`src/rtl/sbcb_pkg.sv`:
```
// Purpose: constants for the serial port status and configuration bank
// Assumes: byte offsets as seen on the plain register port
// Notes:   16-bit registers sit at even offsets, 8-bit ones in the low byte
package sbcb_pkg;

  // register port, byte and counter widths, event count
  localparam int unsigned SBCB_AW = 12;
  localparam int unsigned SBCB_DW = 16;
  localparam int unsigned SBCB_BW = 8;
  localparam int unsigned SBCB_CW = 16;
  localparam int unsigned SBCB_EVN = 6;

  // configuration offsets
  localparam logic [11:0] SBCB_OFS_RS232_RSVD_A = 12'hbf4;
  localparam logic [11:0] SBCB_OFS_RS232_RSVD_B = 12'hbf5;
  localparam logic [11:0] SBCB_OFS_RS232_FMT    = 12'hbf6;
  localparam logic [11:0] SBCB_OFS_RS232_BAUD   = 12'hbf7;
  localparam logic [11:0] SBCB_OFS_RS485_ADDR   = 12'hbfc;
  localparam logic [11:0] SBCB_OFS_RS485_ROLE   = 12'hbfd;
  localparam logic [11:0] SBCB_OFS_RS485_FMT    = 12'hbfe;
  localparam logic [11:0] SBCB_OFS_RS485_BAUD   = 12'hbff;
  // master state (read) and master control (write) share one offset
  localparam logic [11:0] SBCB_OFS_MASTER       = 12'hc1c;
  localparam logic [11:0] SBCB_OFS_MST_RSVD_A   = 12'hc1d;
  localparam logic [11:0] SBCB_OFS_SENT         = 12'hc1e;
  localparam logic [11:0] SBCB_OFS_GOOD         = 12'hc20;
  localparam logic [11:0] SBCB_OFS_TIMEOUT      = 12'hc22;
  localparam logic [11:0] SBCB_OFS_ERRREP       = 12'hc24;
  localparam logic [11:0] SBCB_OFS_LAST_SLAVE   = 12'hc26;
  localparam logic [11:0] SBCB_OFS_LAST_TYPE    = 12'hc27;
  localparam logic [11:0] SBCB_OFS_LAST_CODE    = 12'hc28;
  localparam logic [11:0] SBCB_OFS_MST_RSVD_B   = 12'hc29;
  localparam logic [11:0] SBCB_OFS_SLV_RX       = 12'hc30;
  localparam logic [11:0] SBCB_OFS_SLV_TX       = 12'hc32;
  // interrupt status and mask
  localparam logic [11:0] SBCB_OFS_IRQ_STS      = 12'hc40;
  localparam logic [11:0] SBCB_OFS_IRQ_MASK     = 12'hc42;

  // field values
  localparam logic [7:0]  SBCB_FMT_RESERVED  = 8'h03;
  localparam logic [7:0]  SBCB_FMT_MAX       = 8'h06;
  localparam logic [7:0]  SBCB_BAUD_MAX      = 8'h06;
  localparam logic [7:0]  SBCB_ADDR_MIN      = 8'h01;
  localparam logic [7:0]  SBCB_ADDR_MAX      = 8'hf7;
  localparam logic [7:0]  SBCB_ROLE_SLAVE    = 8'h00;
  localparam logic [7:0]  SBCB_ROLE_MASTER   = 8'h01;
  localparam logic [15:0] SBCB_CTL_RUN       = 16'h0000;
  localparam logic [15:0] SBCB_CTL_OFF       = 16'h0001;
  localparam logic [7:0]  SBCB_STATE_NORMAL  = 8'h00;
  localparam logic [7:0]  SBCB_STATE_OFF     = 8'h01;

  // reset values and counter step
  localparam logic [7:0]  SBCB_RST_FMT  = 8'h00;
  localparam logic [7:0]  SBCB_RST_BAUD = 8'h03;
  localparam logic [7:0]  SBCB_RST_ADDR = 8'h01;
  localparam logic [7:0]  SBCB_RST_ROLE = 8'h00;
  localparam logic [15:0] SBCB_CNT_ZERO = 16'h0000;
  localparam logic [15:0] SBCB_CNT_ONE  = 16'h0001;
  localparam logic [7:0]  SBCB_BYTE_ZERO = 8'h00;
  localparam logic [5:0]  SBCB_EV_ZERO  = 6'h00;

  // event bit positions in status and mask
  localparam int unsigned SBCB_EV_SENT    = 0;
  localparam int unsigned SBCB_EV_GOOD    = 1;
  localparam int unsigned SBCB_EV_TIMEOUT = 2;
  localparam int unsigned SBCB_EV_ERRREP  = 3;
  localparam int unsigned SBCB_EV_SLV_RX  = 4;
  localparam int unsigned SBCB_EV_SLV_TX  = 5;

  // last error type encoding
  typedef enum logic [7:0] {
    SBCB_ERR_NONE    = 8'h00,
    SBCB_ERR_TIMEOUT = 8'h04,
    SBCB_ERR_REPLY   = 8'h05
  } sbcb_err_t;

endpackage

```
`src/rtl/sbcb_top.sv`:
```
// Purpose: status and configuration bank for the two serial ports
// Assumes: frame engine delivers one-cycle event pulses on clk
// Notes:   read data stand one cycle after the read strobe only
`timescale 1ns/1ps

module sbcb_top
  import sbcb_pkg::*;
(
  // clock and reset
  input  logic                          clk,
  input  logic                          sys_rst,
  // register port
  input  logic [sbcb_pkg::SBCB_AW-1:0]  reg_addr,
  input  logic [sbcb_pkg::SBCB_DW-1:0]  reg_wdata,
  input  logic                          reg_wr,
  input  logic                          reg_rd,
  output logic [sbcb_pkg::SBCB_DW-1:0]  reg_rdata,
  // master events from the frame engine
  input  logic                          evt_req_sent,
  input  logic                          evt_good_reply,
  input  logic                          evt_timeout,
  input  logic                          evt_err_reply,
  input  logic [sbcb_pkg::SBCB_BW-1:0]  evt_slave_addr,
  input  logic [sbcb_pkg::SBCB_BW-1:0]  evt_err_code,
  // slave events from the frame engine
  input  logic                          evt_slave_rx,
  input  logic                          evt_slave_tx,
  input  logic [sbcb_pkg::SBCB_BW-1:0]  rx_frame_addr,
  // configuration to the ports
  output logic [sbcb_pkg::SBCB_BW-1:0]  rs232_fmt,
  output logic [sbcb_pkg::SBCB_BW-1:0]  rs232_baud,
  output logic [sbcb_pkg::SBCB_BW-1:0]  rs485_fmt,
  output logic [sbcb_pkg::SBCB_BW-1:0]  rs485_baud,
  output logic [sbcb_pkg::SBCB_BW-1:0]  rs485_slave_addr,
  output logic                          rs485_master_role,
  output logic                          master_off,
  output logic                          slave_addr_hit,
  // interrupt
  output logic                          irq
);
  import sbcb_pkg::*;

  // configuration state
  logic [7:0]  fmt232_q, fmt232_d, baud232_q, baud232_d;
  logic [7:0]  fmt485_q, fmt485_d, baud485_q, baud485_d;
  logic [7:0]  addr_q, addr_d, role_q, role_d;
  logic        off_req_q, off_req_d;
  logic        dis_q, dis_d;
  // master and slave statistics
  logic [15:0] sent_q, sent_d, good_q, good_d, tout_q, tout_d, erep_q, erep_d;
  logic [15:0] srx_q, srx_d, stx_q, stx_d;
  logic [7:0]  lslave_q, lslave_d, lcode_q, lcode_d;
  sbcb_err_t   ltype_q, ltype_d;
  logic        hit_q, hit_d;
  // interrupt and read state
  logic [5:0]  sts_q, sts_d, mask_q, mask_d;
  logic [5:0]  evt_v;
  logic        irq_q, irq_d;
  logic [15:0] rdata_q, rdata_d;
  logic        wr_fmt_ok, wr_baud_ok, mst_on, rx_hit;

  // write value checks
  assign wr_fmt_ok  = (reg_wdata[7:0] <= SBCB_FMT_MAX) &&
                      (reg_wdata[7:0] != SBCB_FMT_RESERVED);
  assign wr_baud_ok = (reg_wdata[7:0] <= SBCB_BAUD_MAX);

  // configuration next values
  always_comb begin
    fmt232_d  = fmt232_q;
    baud232_d = baud232_q;
    fmt485_d  = fmt485_q;
    baud485_d = baud485_q;
    addr_d    = addr_q;
    role_d    = role_q;
    off_req_d = off_req_q;
    if (reg_wr) begin
      case (reg_addr)
        SBCB_OFS_RS232_FMT: begin
          if (wr_fmt_ok) fmt232_d = reg_wdata[7:0];
        end
        SBCB_OFS_RS232_BAUD: begin
          if (wr_baud_ok) baud232_d = reg_wdata[7:0];
        end
        SBCB_OFS_RS485_FMT: begin
          if (wr_fmt_ok) fmt485_d = reg_wdata[7:0];
        end
        SBCB_OFS_RS485_BAUD: begin
          if (wr_baud_ok) baud485_d = reg_wdata[7:0];
        end
        SBCB_OFS_RS485_ADDR: begin
          if (reg_wdata[7:0] >= SBCB_ADDR_MIN && reg_wdata[7:0] <= SBCB_ADDR_MAX) begin
            addr_d = reg_wdata[7:0];
          end
        end
        SBCB_OFS_RS485_ROLE: begin
          if (reg_wdata[7:0] == SBCB_ROLE_SLAVE || reg_wdata[7:0] == SBCB_ROLE_MASTER) begin
            role_d = reg_wdata[7:0];
          end
        end
        SBCB_OFS_MASTER: begin
          if (reg_wdata == SBCB_CTL_OFF) off_req_d = 1'b1;
          else if (reg_wdata == SBCB_CTL_RUN) off_req_d = 1'b0;
        end
        default: begin
          // reserved and read-only offsets drop writes
          off_req_d = off_req_q;
        end
      endcase
    end
    // disabled on request or while the port is a slave
    dis_d = off_req_d || (role_d == SBCB_ROLE_SLAVE);
  end

  // configuration registers
  always_ff @(posedge clk) begin
    if (sys_rst) begin
      fmt232_q  <= SBCB_RST_FMT;
      baud232_q <= SBCB_RST_BAUD;
      fmt485_q  <= SBCB_RST_FMT;
      baud485_q <= SBCB_RST_BAUD;
      addr_q    <= SBCB_RST_ADDR;
      role_q    <= SBCB_RST_ROLE;
      off_req_q <= 1'b0;
      dis_q     <= 1'b1;
    end else begin
      fmt232_q  <= fmt232_d;
      baud232_q <= baud232_d;
      fmt485_q  <= fmt485_d;
      baud485_q <= baud485_d;
      addr_q    <= addr_d;
      role_q    <= role_d;
      off_req_q <= off_req_d;
      dis_q     <= dis_d;
    end
  end

  // statistics next values
  assign mst_on = !dis_d;
  assign rx_hit = (rx_frame_addr == addr_q);
  always_comb begin
    sent_d   = sent_q;
    good_d   = good_q;
    tout_d   = tout_q;
    erep_d   = erep_q;
    lslave_d = lslave_q;
    ltype_d  = ltype_q;
    lcode_d  = lcode_q;
    srx_d    = srx_q;
    stx_d    = stx_q;
    hit_d    = 1'b0;
    if (!mst_on) begin
      // disabled master holds all master statistics at zero
      sent_d   = SBCB_CNT_ZERO;
      good_d   = SBCB_CNT_ZERO;
      tout_d   = SBCB_CNT_ZERO;
      erep_d   = SBCB_CNT_ZERO;
      lslave_d = SBCB_BYTE_ZERO;
      ltype_d  = SBCB_ERR_NONE;
      lcode_d  = SBCB_BYTE_ZERO;
    end else begin
      // 16-bit sums wrap to zero past 65535
      if (evt_req_sent) sent_d = sent_q + SBCB_CNT_ONE;
      if (evt_good_reply) good_d = good_q + SBCB_CNT_ONE;
      if (evt_timeout) begin
        tout_d   = tout_q + SBCB_CNT_ONE;
        lslave_d = evt_slave_addr;
        ltype_d  = SBCB_ERR_TIMEOUT;
        lcode_d  = SBCB_BYTE_ZERO;
      end
      // error reply wins the last error bytes on a tie
      if (evt_err_reply) begin
        erep_d   = erep_q + SBCB_CNT_ONE;
        lslave_d = evt_slave_addr;
        ltype_d  = SBCB_ERR_REPLY;
        lcode_d  = evt_err_code;
      end
    end
    // slave traffic counts only in slave role
    if (role_q == SBCB_ROLE_SLAVE) begin
      if (evt_slave_rx && rx_hit) begin
        srx_d = srx_q + SBCB_CNT_ONE;
        hit_d = 1'b1;
      end
      if (evt_slave_tx) stx_d = stx_q + SBCB_CNT_ONE;
    end
  end

  // statistics registers
  always_ff @(posedge clk) begin
    if (sys_rst) begin
      sent_q   <= SBCB_CNT_ZERO;
      good_q   <= SBCB_CNT_ZERO;
      tout_q   <= SBCB_CNT_ZERO;
      erep_q   <= SBCB_CNT_ZERO;
      lslave_q <= SBCB_BYTE_ZERO;
      ltype_q  <= SBCB_ERR_NONE;
      lcode_q  <= SBCB_BYTE_ZERO;
      srx_q    <= SBCB_CNT_ZERO;
      stx_q    <= SBCB_CNT_ZERO;
      hit_q    <= 1'b0;
    end else begin
      sent_q   <= sent_d;
      good_q   <= good_d;
      tout_q   <= tout_d;
      erep_q   <= erep_d;
      lslave_q <= lslave_d;
      ltype_q  <= ltype_d;
      lcode_q  <= lcode_d;
      srx_q    <= srx_d;
      stx_q    <= stx_d;
      hit_q    <= hit_d;
    end
  end

  // events that actually moved a counter
  always_comb begin
    evt_v = SBCB_EV_ZERO;
    evt_v[SBCB_EV_SENT]    = mst_on && evt_req_sent;
    evt_v[SBCB_EV_GOOD]    = mst_on && evt_good_reply;
    evt_v[SBCB_EV_TIMEOUT] = mst_on && evt_timeout;
    evt_v[SBCB_EV_ERRREP]  = mst_on && evt_err_reply;
    evt_v[SBCB_EV_SLV_RX]  = (role_q == SBCB_ROLE_SLAVE) && evt_slave_rx && rx_hit;
    evt_v[SBCB_EV_SLV_TX]  = (role_q == SBCB_ROLE_SLAVE) && evt_slave_tx;
  end

  // interrupt and read data next values
  always_comb begin
    mask_d  = mask_q;
    sts_d   = sts_q;
    rdata_d = SBCB_CNT_ZERO;
    if (reg_wr && reg_addr == SBCB_OFS_IRQ_MASK) mask_d = reg_wdata[5:0];
    if (reg_wr && reg_addr == SBCB_OFS_IRQ_STS) sts_d = sts_q & ~reg_wdata[5:0];
    // a new event beats a clear in the same cycle
    sts_d = sts_d | evt_v;
    irq_d = |(sts_d & mask_d);
    if (reg_rd) begin
      case (reg_addr)
        SBCB_OFS_RS232_FMT:   rdata_d = {SBCB_BYTE_ZERO, fmt232_q};
        SBCB_OFS_RS232_BAUD:  rdata_d = {SBCB_BYTE_ZERO, baud232_q};
        SBCB_OFS_RS485_ADDR:  rdata_d = {SBCB_BYTE_ZERO, addr_q};
        SBCB_OFS_RS485_ROLE:  rdata_d = {SBCB_BYTE_ZERO, role_q};
        SBCB_OFS_RS485_FMT:   rdata_d = {SBCB_BYTE_ZERO, fmt485_q};
        SBCB_OFS_RS485_BAUD:  rdata_d = {SBCB_BYTE_ZERO, baud485_q};
        SBCB_OFS_MASTER: begin
          rdata_d = dis_q ? {SBCB_BYTE_ZERO, SBCB_STATE_OFF}
                          : {SBCB_BYTE_ZERO, SBCB_STATE_NORMAL};
        end
        SBCB_OFS_SENT:        rdata_d = sent_q;
        SBCB_OFS_GOOD:        rdata_d = good_q;
        SBCB_OFS_TIMEOUT:     rdata_d = tout_q;
        SBCB_OFS_ERRREP:      rdata_d = erep_q;
        SBCB_OFS_LAST_SLAVE:  rdata_d = {SBCB_BYTE_ZERO, lslave_q};
        SBCB_OFS_LAST_TYPE:   rdata_d = {SBCB_BYTE_ZERO, ltype_q};
        SBCB_OFS_LAST_CODE:   rdata_d = {SBCB_BYTE_ZERO, lcode_q};
        SBCB_OFS_SLV_RX:      rdata_d = srx_q;
        SBCB_OFS_SLV_TX:      rdata_d = stx_q;
        SBCB_OFS_IRQ_STS:     rdata_d = {10'h000, sts_q};
        SBCB_OFS_IRQ_MASK:    rdata_d = {10'h000, mask_q};
        default:              rdata_d = SBCB_CNT_ZERO;
      endcase
    end
  end

  // interrupt and read data registers
  always_ff @(posedge clk) begin
    if (sys_rst) begin
      mask_q  <= SBCB_EV_ZERO;
      sts_q   <= SBCB_EV_ZERO;
      irq_q   <= 1'b0;
      rdata_q <= SBCB_CNT_ZERO;
    end else begin
      mask_q  <= mask_d;
      sts_q   <= sts_d;
      irq_q   <= irq_d;
      rdata_q <= rdata_d;
    end
  end

  // outputs straight from flops
  assign reg_rdata         = rdata_q;
  assign rs232_fmt         = fmt232_q;
  assign rs232_baud        = baud232_q;
  assign rs485_fmt         = fmt485_q;
  assign rs485_baud        = baud485_q;
  assign rs485_slave_addr  = addr_q;
  assign rs485_master_role = role_q[0];
  assign master_off        = dis_q;
  assign slave_addr_hit    = hit_q;
  assign irq               = irq_q;
endmodule // sbcb_top
```
`config.mk`:
```
export PLATFORM = sky130hd
export DESIGN_NAME = sbcb_top
export DESIGN_NICKNAME = d
export VERILOG_FILES = /design/src/rtl/sbcb_pkg.sv /design/src/rtl/sbcb_top.sv
export SDC_FILE = /design/constraint.sdc
export NUM_CORES = 1
export LEC_CHECK = 0
export CORE_MARGIN = 4
export CORE_UTILIZATION = 55
export CTS_CLUSTER_SIZE = 8
export DETAILED_ROUTE_END_ITERATION = 8
export DONT_BUFFER_PORTS = 1
export PLACE_DENSITY = 0.79
export REMOVE_ABC_BUFFERS = 1
export SLEW_MARGIN = 20
export SYNTH_ARGS = -nofsm -noshare
export SYNTH_HDL_FRONTEND = slang
export SYNTH_SLANG_ARGS = --single-unit
export TNS_END_PERCENT = 30
```
`constraint.sdc`:
```
create_clock -name clk -period 6.2 [get_ports clk]
set_input_delay 0.93 -clock clk [delete_from_list [all_inputs] [get_ports clk]]
set_output_delay 0.93 -clock clk [all_outputs]
set_load 0.005 [all_outputs]
```
After elaboration in Yosys (flattened, before gate mapping)
Cells that the tools add are included.
- register bits after elaboration: 194
- add/sub/neg operators: 6
- order comparisons: 3
- eq/ne operators: 22
- multiplexer cells: 18
- bitwise operators: 6
- reduce and logical (&&, ||, !) cells: 31
- operator list (cell ; count):
    $pmux W16 S18 ; 1
    $eq A12 B12 Y1 const B ; 18
    $add A16 B1 Y16 const B ; 6
    $mux W8 ; 7
    $logic_not A8 Y1 ; 3
    $eq A16 B1 Y1 const B ; 1
    $logic_not A16 Y1 ; 1
    $reduce_and A3 Y1 ; 5
    $and A6 B6 Y6 ; 2
    $logic_and A1 B1 Y1 ; 12
    $mux W6 ; 2
    $eq A8 B1 Y1 const B ; 1
    $eq A8 B8 Y1 ; 1
    $ge A8 B1 Y1 const B ; 1
    $le A8 B3 Y1 const B ; 1
    $le A8 B8 Y1 const B ; 1
    $ne A8 B2 Y1 const B ; 1
    $mux W1 ; 6
    $mux W3 ; 2
    $not A6 Y6 ; 1
    $or A6 B6 Y6 ; 1
    $reduce_or A2 Y1 ; 3
    $reduce_or A6 Y1 ; 1
    $reduce_and A2 Y1 ; 2
    4 further kinds ; 6

Logic depth before layout (Yosys ltp)
- depth after elaboration: 12
- mapped depth: 9
- gate-level depth less buffers: 6

Worst setup path after synthesis
Ideal clock, no wire load.
- path type: input to register
- start point: input reg_addr[7] (netlist name)
- end point: register lcode_q[0]
- library setup time: 0.117 ns
- arrival time: 2.987 ns
- required time: 6.083 ns
- slack: 3.096 ns
- cell stages on the path: 7
- buffers on the path: 1
- cell sequence: or4b_1 or4_1 nor4_1 a211oi_4 nand2_2 buf_2 nor2_1
- longest elaborated chain between the ends: 6
- elaborated cells on any way between the ends: 9
- those cells by class: eq/ne (2); mux (4); reduce/logical (3)
- RTL lines (element ; RTL line ; RTL):
    start, declared ; sbcb_top.sv:13 ; input logic [sbcb_pkg::SBCB_AW-1:0] reg_addr,
    $eq A12 B12 Y1 ; sbcb_top.sv:77 ; case (reg_addr)
    $mux W8 ; sbcb_top.sv:77 ;
    $mux W8 ; sbcb_top.sv:76 ; if (reg_wr) begin
    $logic_not A8 Y1 ; sbcb_top.sv:111 ; dis_d = off_req_d || (role_d == SBCB_ROLE_SLAVE);
    $logic_or A1 B1 Y1 (*) ; sbcb_top.sv:111 ;
    $reduce_or A2 Y1 (no source line) (*) ; - ;
    end signal, assigned ; sbcb_top.sv:208 ; lcode_q <= lcode_d;
    end, declared ; sbcb_top.sv:52 ; logic [7:0] lslave_q, lslave_d, lcode_q, lcode_d;
Every way passes the cells marked *; elsewhere a longest branch is shown, timed or not.
A chain may end at the register's enable or synchronous reset.

Worst setup path after layout
- start point: input reg_addr[7] (netlist name)
- end point: register sent_q[9]
- longest elaborated chain between the ends: 6
- elaborated cells on any way between the ends: 9
- those cells by class: eq/ne (2); mux (4); reduce/logical (3)
- RTL lines (element ; RTL line ; RTL):
    $eq A12 B12 Y1 ; sbcb_top.sv:77 ;
    $mux W8 ; sbcb_top.sv:77 ;
    $mux W8 ; sbcb_top.sv:76 ;
    $logic_not A8 Y1 ; sbcb_top.sv:111 ;
    $logic_or A1 B1 Y1 (*) ; sbcb_top.sv:111 ;
    $reduce_or A2 Y1 (no source line) (*) ; - ;
    end signal, assigned ; sbcb_top.sv:202 ; sent_q <= sent_d;
    end, declared ; sbcb_top.sv:50 ; logic [15:0] sent_q, sent_d, good_q, good_d, tout_q, tout_d, erep_q, erep_d;
Marked as above.

==> summary.txt <==
Power and ir drop
  – Max IR drop VDD: 229.9 µV
  – Seq pwr share: 0.526
  – Psw: 0.5689 mW
  – Leakage: 3.054 nW
  – PwrDens: 250.5 mW/mm²
  – Cell Int Power: 1.806 mW
  – Sw Share: 0.2395
  – Clock power frac: 0.457
  – Logic pwr share: 0.017

Clock tree
  – CTS tree: yes
  – Max H-tree Level: 4
  – Max Root-Sink Buffers: 2
  – Total setup buffers inserted after CTS: 0
  – # hold bufs at CTS: 0
  – Root Buffer: clkbuf_16
  – Num CTS Buffers: 17
  – Clk_lat worst skew: 440 ps
  – Clock Pin Slew Worst Setup and Hold Paths: 80 ps
  – CTS resizes: 0
  – CTS sink count: 194

Floorplanning
  – Initial Utilization: 0.5691
  – Io pins: 122
  – Chip width: 134.1 µm
  – Row cnt: 45
  – Core region area: 0.01537 mm²
  – Die area: 0.01799 mm²
  – Die Y: 134.1 µm

GRT
  – First-pass GRT wire length: 38.11 mm
  – Largest net degree at the start of global routing: 70
  – Number of global-route vias before repair: 7,127
  – Total GRT Usage: 0.2676
  – Total congestion overflow: 0
  – Initial antenna violation count: 0

Critical path
  – Worst Path Required: 6520 ps
  – CP Capture Type: flip-flop
  – Worst-path maximum fanout: 54
  – Critical Path Source Type: input port
  – Critical setup path kind: input port to flip-flop
  – Critical Path AT: 4170 ps

Placed design
  – Worst slack, placed: 1925 ps
  – I/O Buffers: 0
  – Detailed Place HPWL: 17.35 mm
  – RD Place Congestion: 0.8832

Route
  – Final wirelength: 24.02 mm
  – Pre-antenna DRT Iters: 7
  – DR DRC count: 0
  – Vias: 7,484
  – Drt wl/cell: 20.12 µm
  – Final ANT Viol Nets: 0
  – Via/cell ratio: 6.268
  – Drt first-iter violations: 804

Run status
  – Status: complete, no violations

Final layout
  – Most common cell after layout, fill and taps aside: dfxtp_1
  – Most frequent cells in the layout: 194 x dfxtp_1, 159 x nor2_1, 70 x nand2_1, 48 x xor2_1
  – Layout cells sized above 1: 0.05900
  – Post-synthesis to final-layout area growth: 8.396%
  – Total Nets Final: 1,038
  – ANT cells: 0

STA
  – Worst Tran Pin Value: 1084 ps
  – Final Hold Fails: 0
  – Crit path time final: 3855 ps
  – Final worst-path cycle share: 0.6218
  – RSZ-0062 raised after global routing: false
  – Slew Viols, Final: 0
  – Max_slew headroom: 0.2716
  – Layout Skew: 11.10 ps
  – Final setup TNS: 0 ps
  – Fmax: 0.2594 GHz
  – Fin worst setup slack: 2345 ps
  – Final setup vio count: 0

Synth
  – Mapped Avg Cell Area: 8.835 µm²
  – Synthesized flop and latch total: 194
  – Mapped Area: 0.008747 mm²
  – Synthesized instance count: 990
  – Post-synth EDFFs: 0
  – Synth cell types: 58
  – Synth Warn #: 0
  – Dominant synthesized flop cell: dfxtp_1
  – Sequential fraction of the synthesis area: 0.4440
  – Ys async rst share: 0

Min path
  – Min-delay worst type: flip-flop to flip-flop

Flow run
  – Max-cap violations: 0
## metrics by stage
| step | util | instance area [µm²] | std cells | total power [mW] | hold WS [ps] |
|---|---|---|---|---|---|
| floorplan | - | 8553 | 942 | 1.310 | 431.5 |
| global placement | 0.5788 | 8897 | 1162 | 1.319 | 440.4 |
| detailed placement | 0.5788 | 8897 | 1162 | 1.319 | 447.0 |
| CTS | 0.6169 | 9482 | 1194 | 2.388 | 457.9 |
| global route | 0.6169 | 9482 | 1194 | 2.453 | 483.9 |
| finish | 0.6169 | 9482 | 1194 | 2.375 | 458.6 |
## critical path, cell delays in order
cell	delay, ps
or4b_1	590
or4_1	590
nor4_1	520
a211oi_4	140
nand2_2	800
buf_4	450
nor2_1	100
## registers in the layout, indices dropped and copies added, names as in the netlist, 2 cells and up
register,flops
reg_rdata,16
ltype_q,2
tout_q,16
erep_q,16
stx_q,16
rs485_baud,8
srx_q,16
mask_q,6
rs232_fmt,8
rs232_baud,8
rs485_slave_addr,8
role_q,8
lcode_q,8
rs485_fmt,8
sent_q,16
good_q,16
lslave_q,8
sts_q,6
## kinds of logic after synthesis
family / share of synthesized area
flops: 0.4440
buf+inv: 0.03290
xor+xnor: 0.09112
simple gates: 0.2419
mux: 0.05178
fa+ha+maj: 0.008582
compound gates: 0.1297
## synthesized netlist by cell type (5+ instances only)
library cell  number  area share
a22o_1             7      0.0070
nor4_2             5      0.0072
nand2_1           70       0.030
xor2_1            48       0.048
a31oi_1           17       0.012
nand4_1           39       0.028
mux2i_1           43       0.049
clkbuf_1          32       0.014
buf_2             11      0.0063
o21ai_0           18       0.010
nor3_1             9      0.0051
nor2_1           159       0.068
and3_1            16       0.011
dfxtp_1          194        0.44
a22oi_1           39       0.033
and2_1            34       0.024
inv_1             24       0.010
nor4_1            15       0.011
a222oi_1          17       0.019
and4_1             5      0.0050
or3_1             10      0.0072
buf_1              5      0.0021
a221oi_1           8      0.0080
a21oi_1           25       0.014
ha_1               6      0.0086
xnor2_1           43       0.043
nand3_1           37       0.021
## per-layer routing
metal  track usage  vias to the layer above  wire (µm)
met4        0.1012                        0        774
met1        0.3279                     3546       9550
li1              -                     3492          -
met3       0.07914                       59       2116
met2        0.4469                      387      11580
met5             0                        -          0
## final timing paths
kind                                               start                        to  slack (ps)  cells past startpoint
worst max-delay path                         reg_addr[7]    sent_q[9]$_SDFFE_PP0P_        2340                      7
worst min-delay path            lslave_q[5]$_SDFFE_PP0P_  lslave_q[5]$_SDFFE_PP0P_         460                      2
worst max register to register      role_q[2]$_SDFF_PP0_    sent_q[9]$_SDFFE_PP0P_        3210                      7
worst min register to register  lslave_q[5]$_SDFFE_PP0P_  lslave_q[5]$_SDFFE_PP0P_         460                      2
## cell type report
cell class	count	area (µm²)
fillers	1329	5889
inverters	25	93.84
flip-flops and latches	194	3884
multi-input cells	723	4588
clock buffers	17	425.4
clock inverters	15	158.9
well taps	211	264.0
repair buffers	9	67.56
## power by group through the flow
stage          sequential [mW]  clock [mW]  combinational [mW]
3_3_place_gp              1.28           0              0.0405
5_1_grt                   1.25        1.16              0.0464
3_5_place_dp              1.28           0              0.0413
4_1_cts                   1.25        1.10              0.0416
6_report                  1.25        1.08              0.0415
2_1_floorplan             1.28           0              0.0328
(Power assumes the default switching activity.)
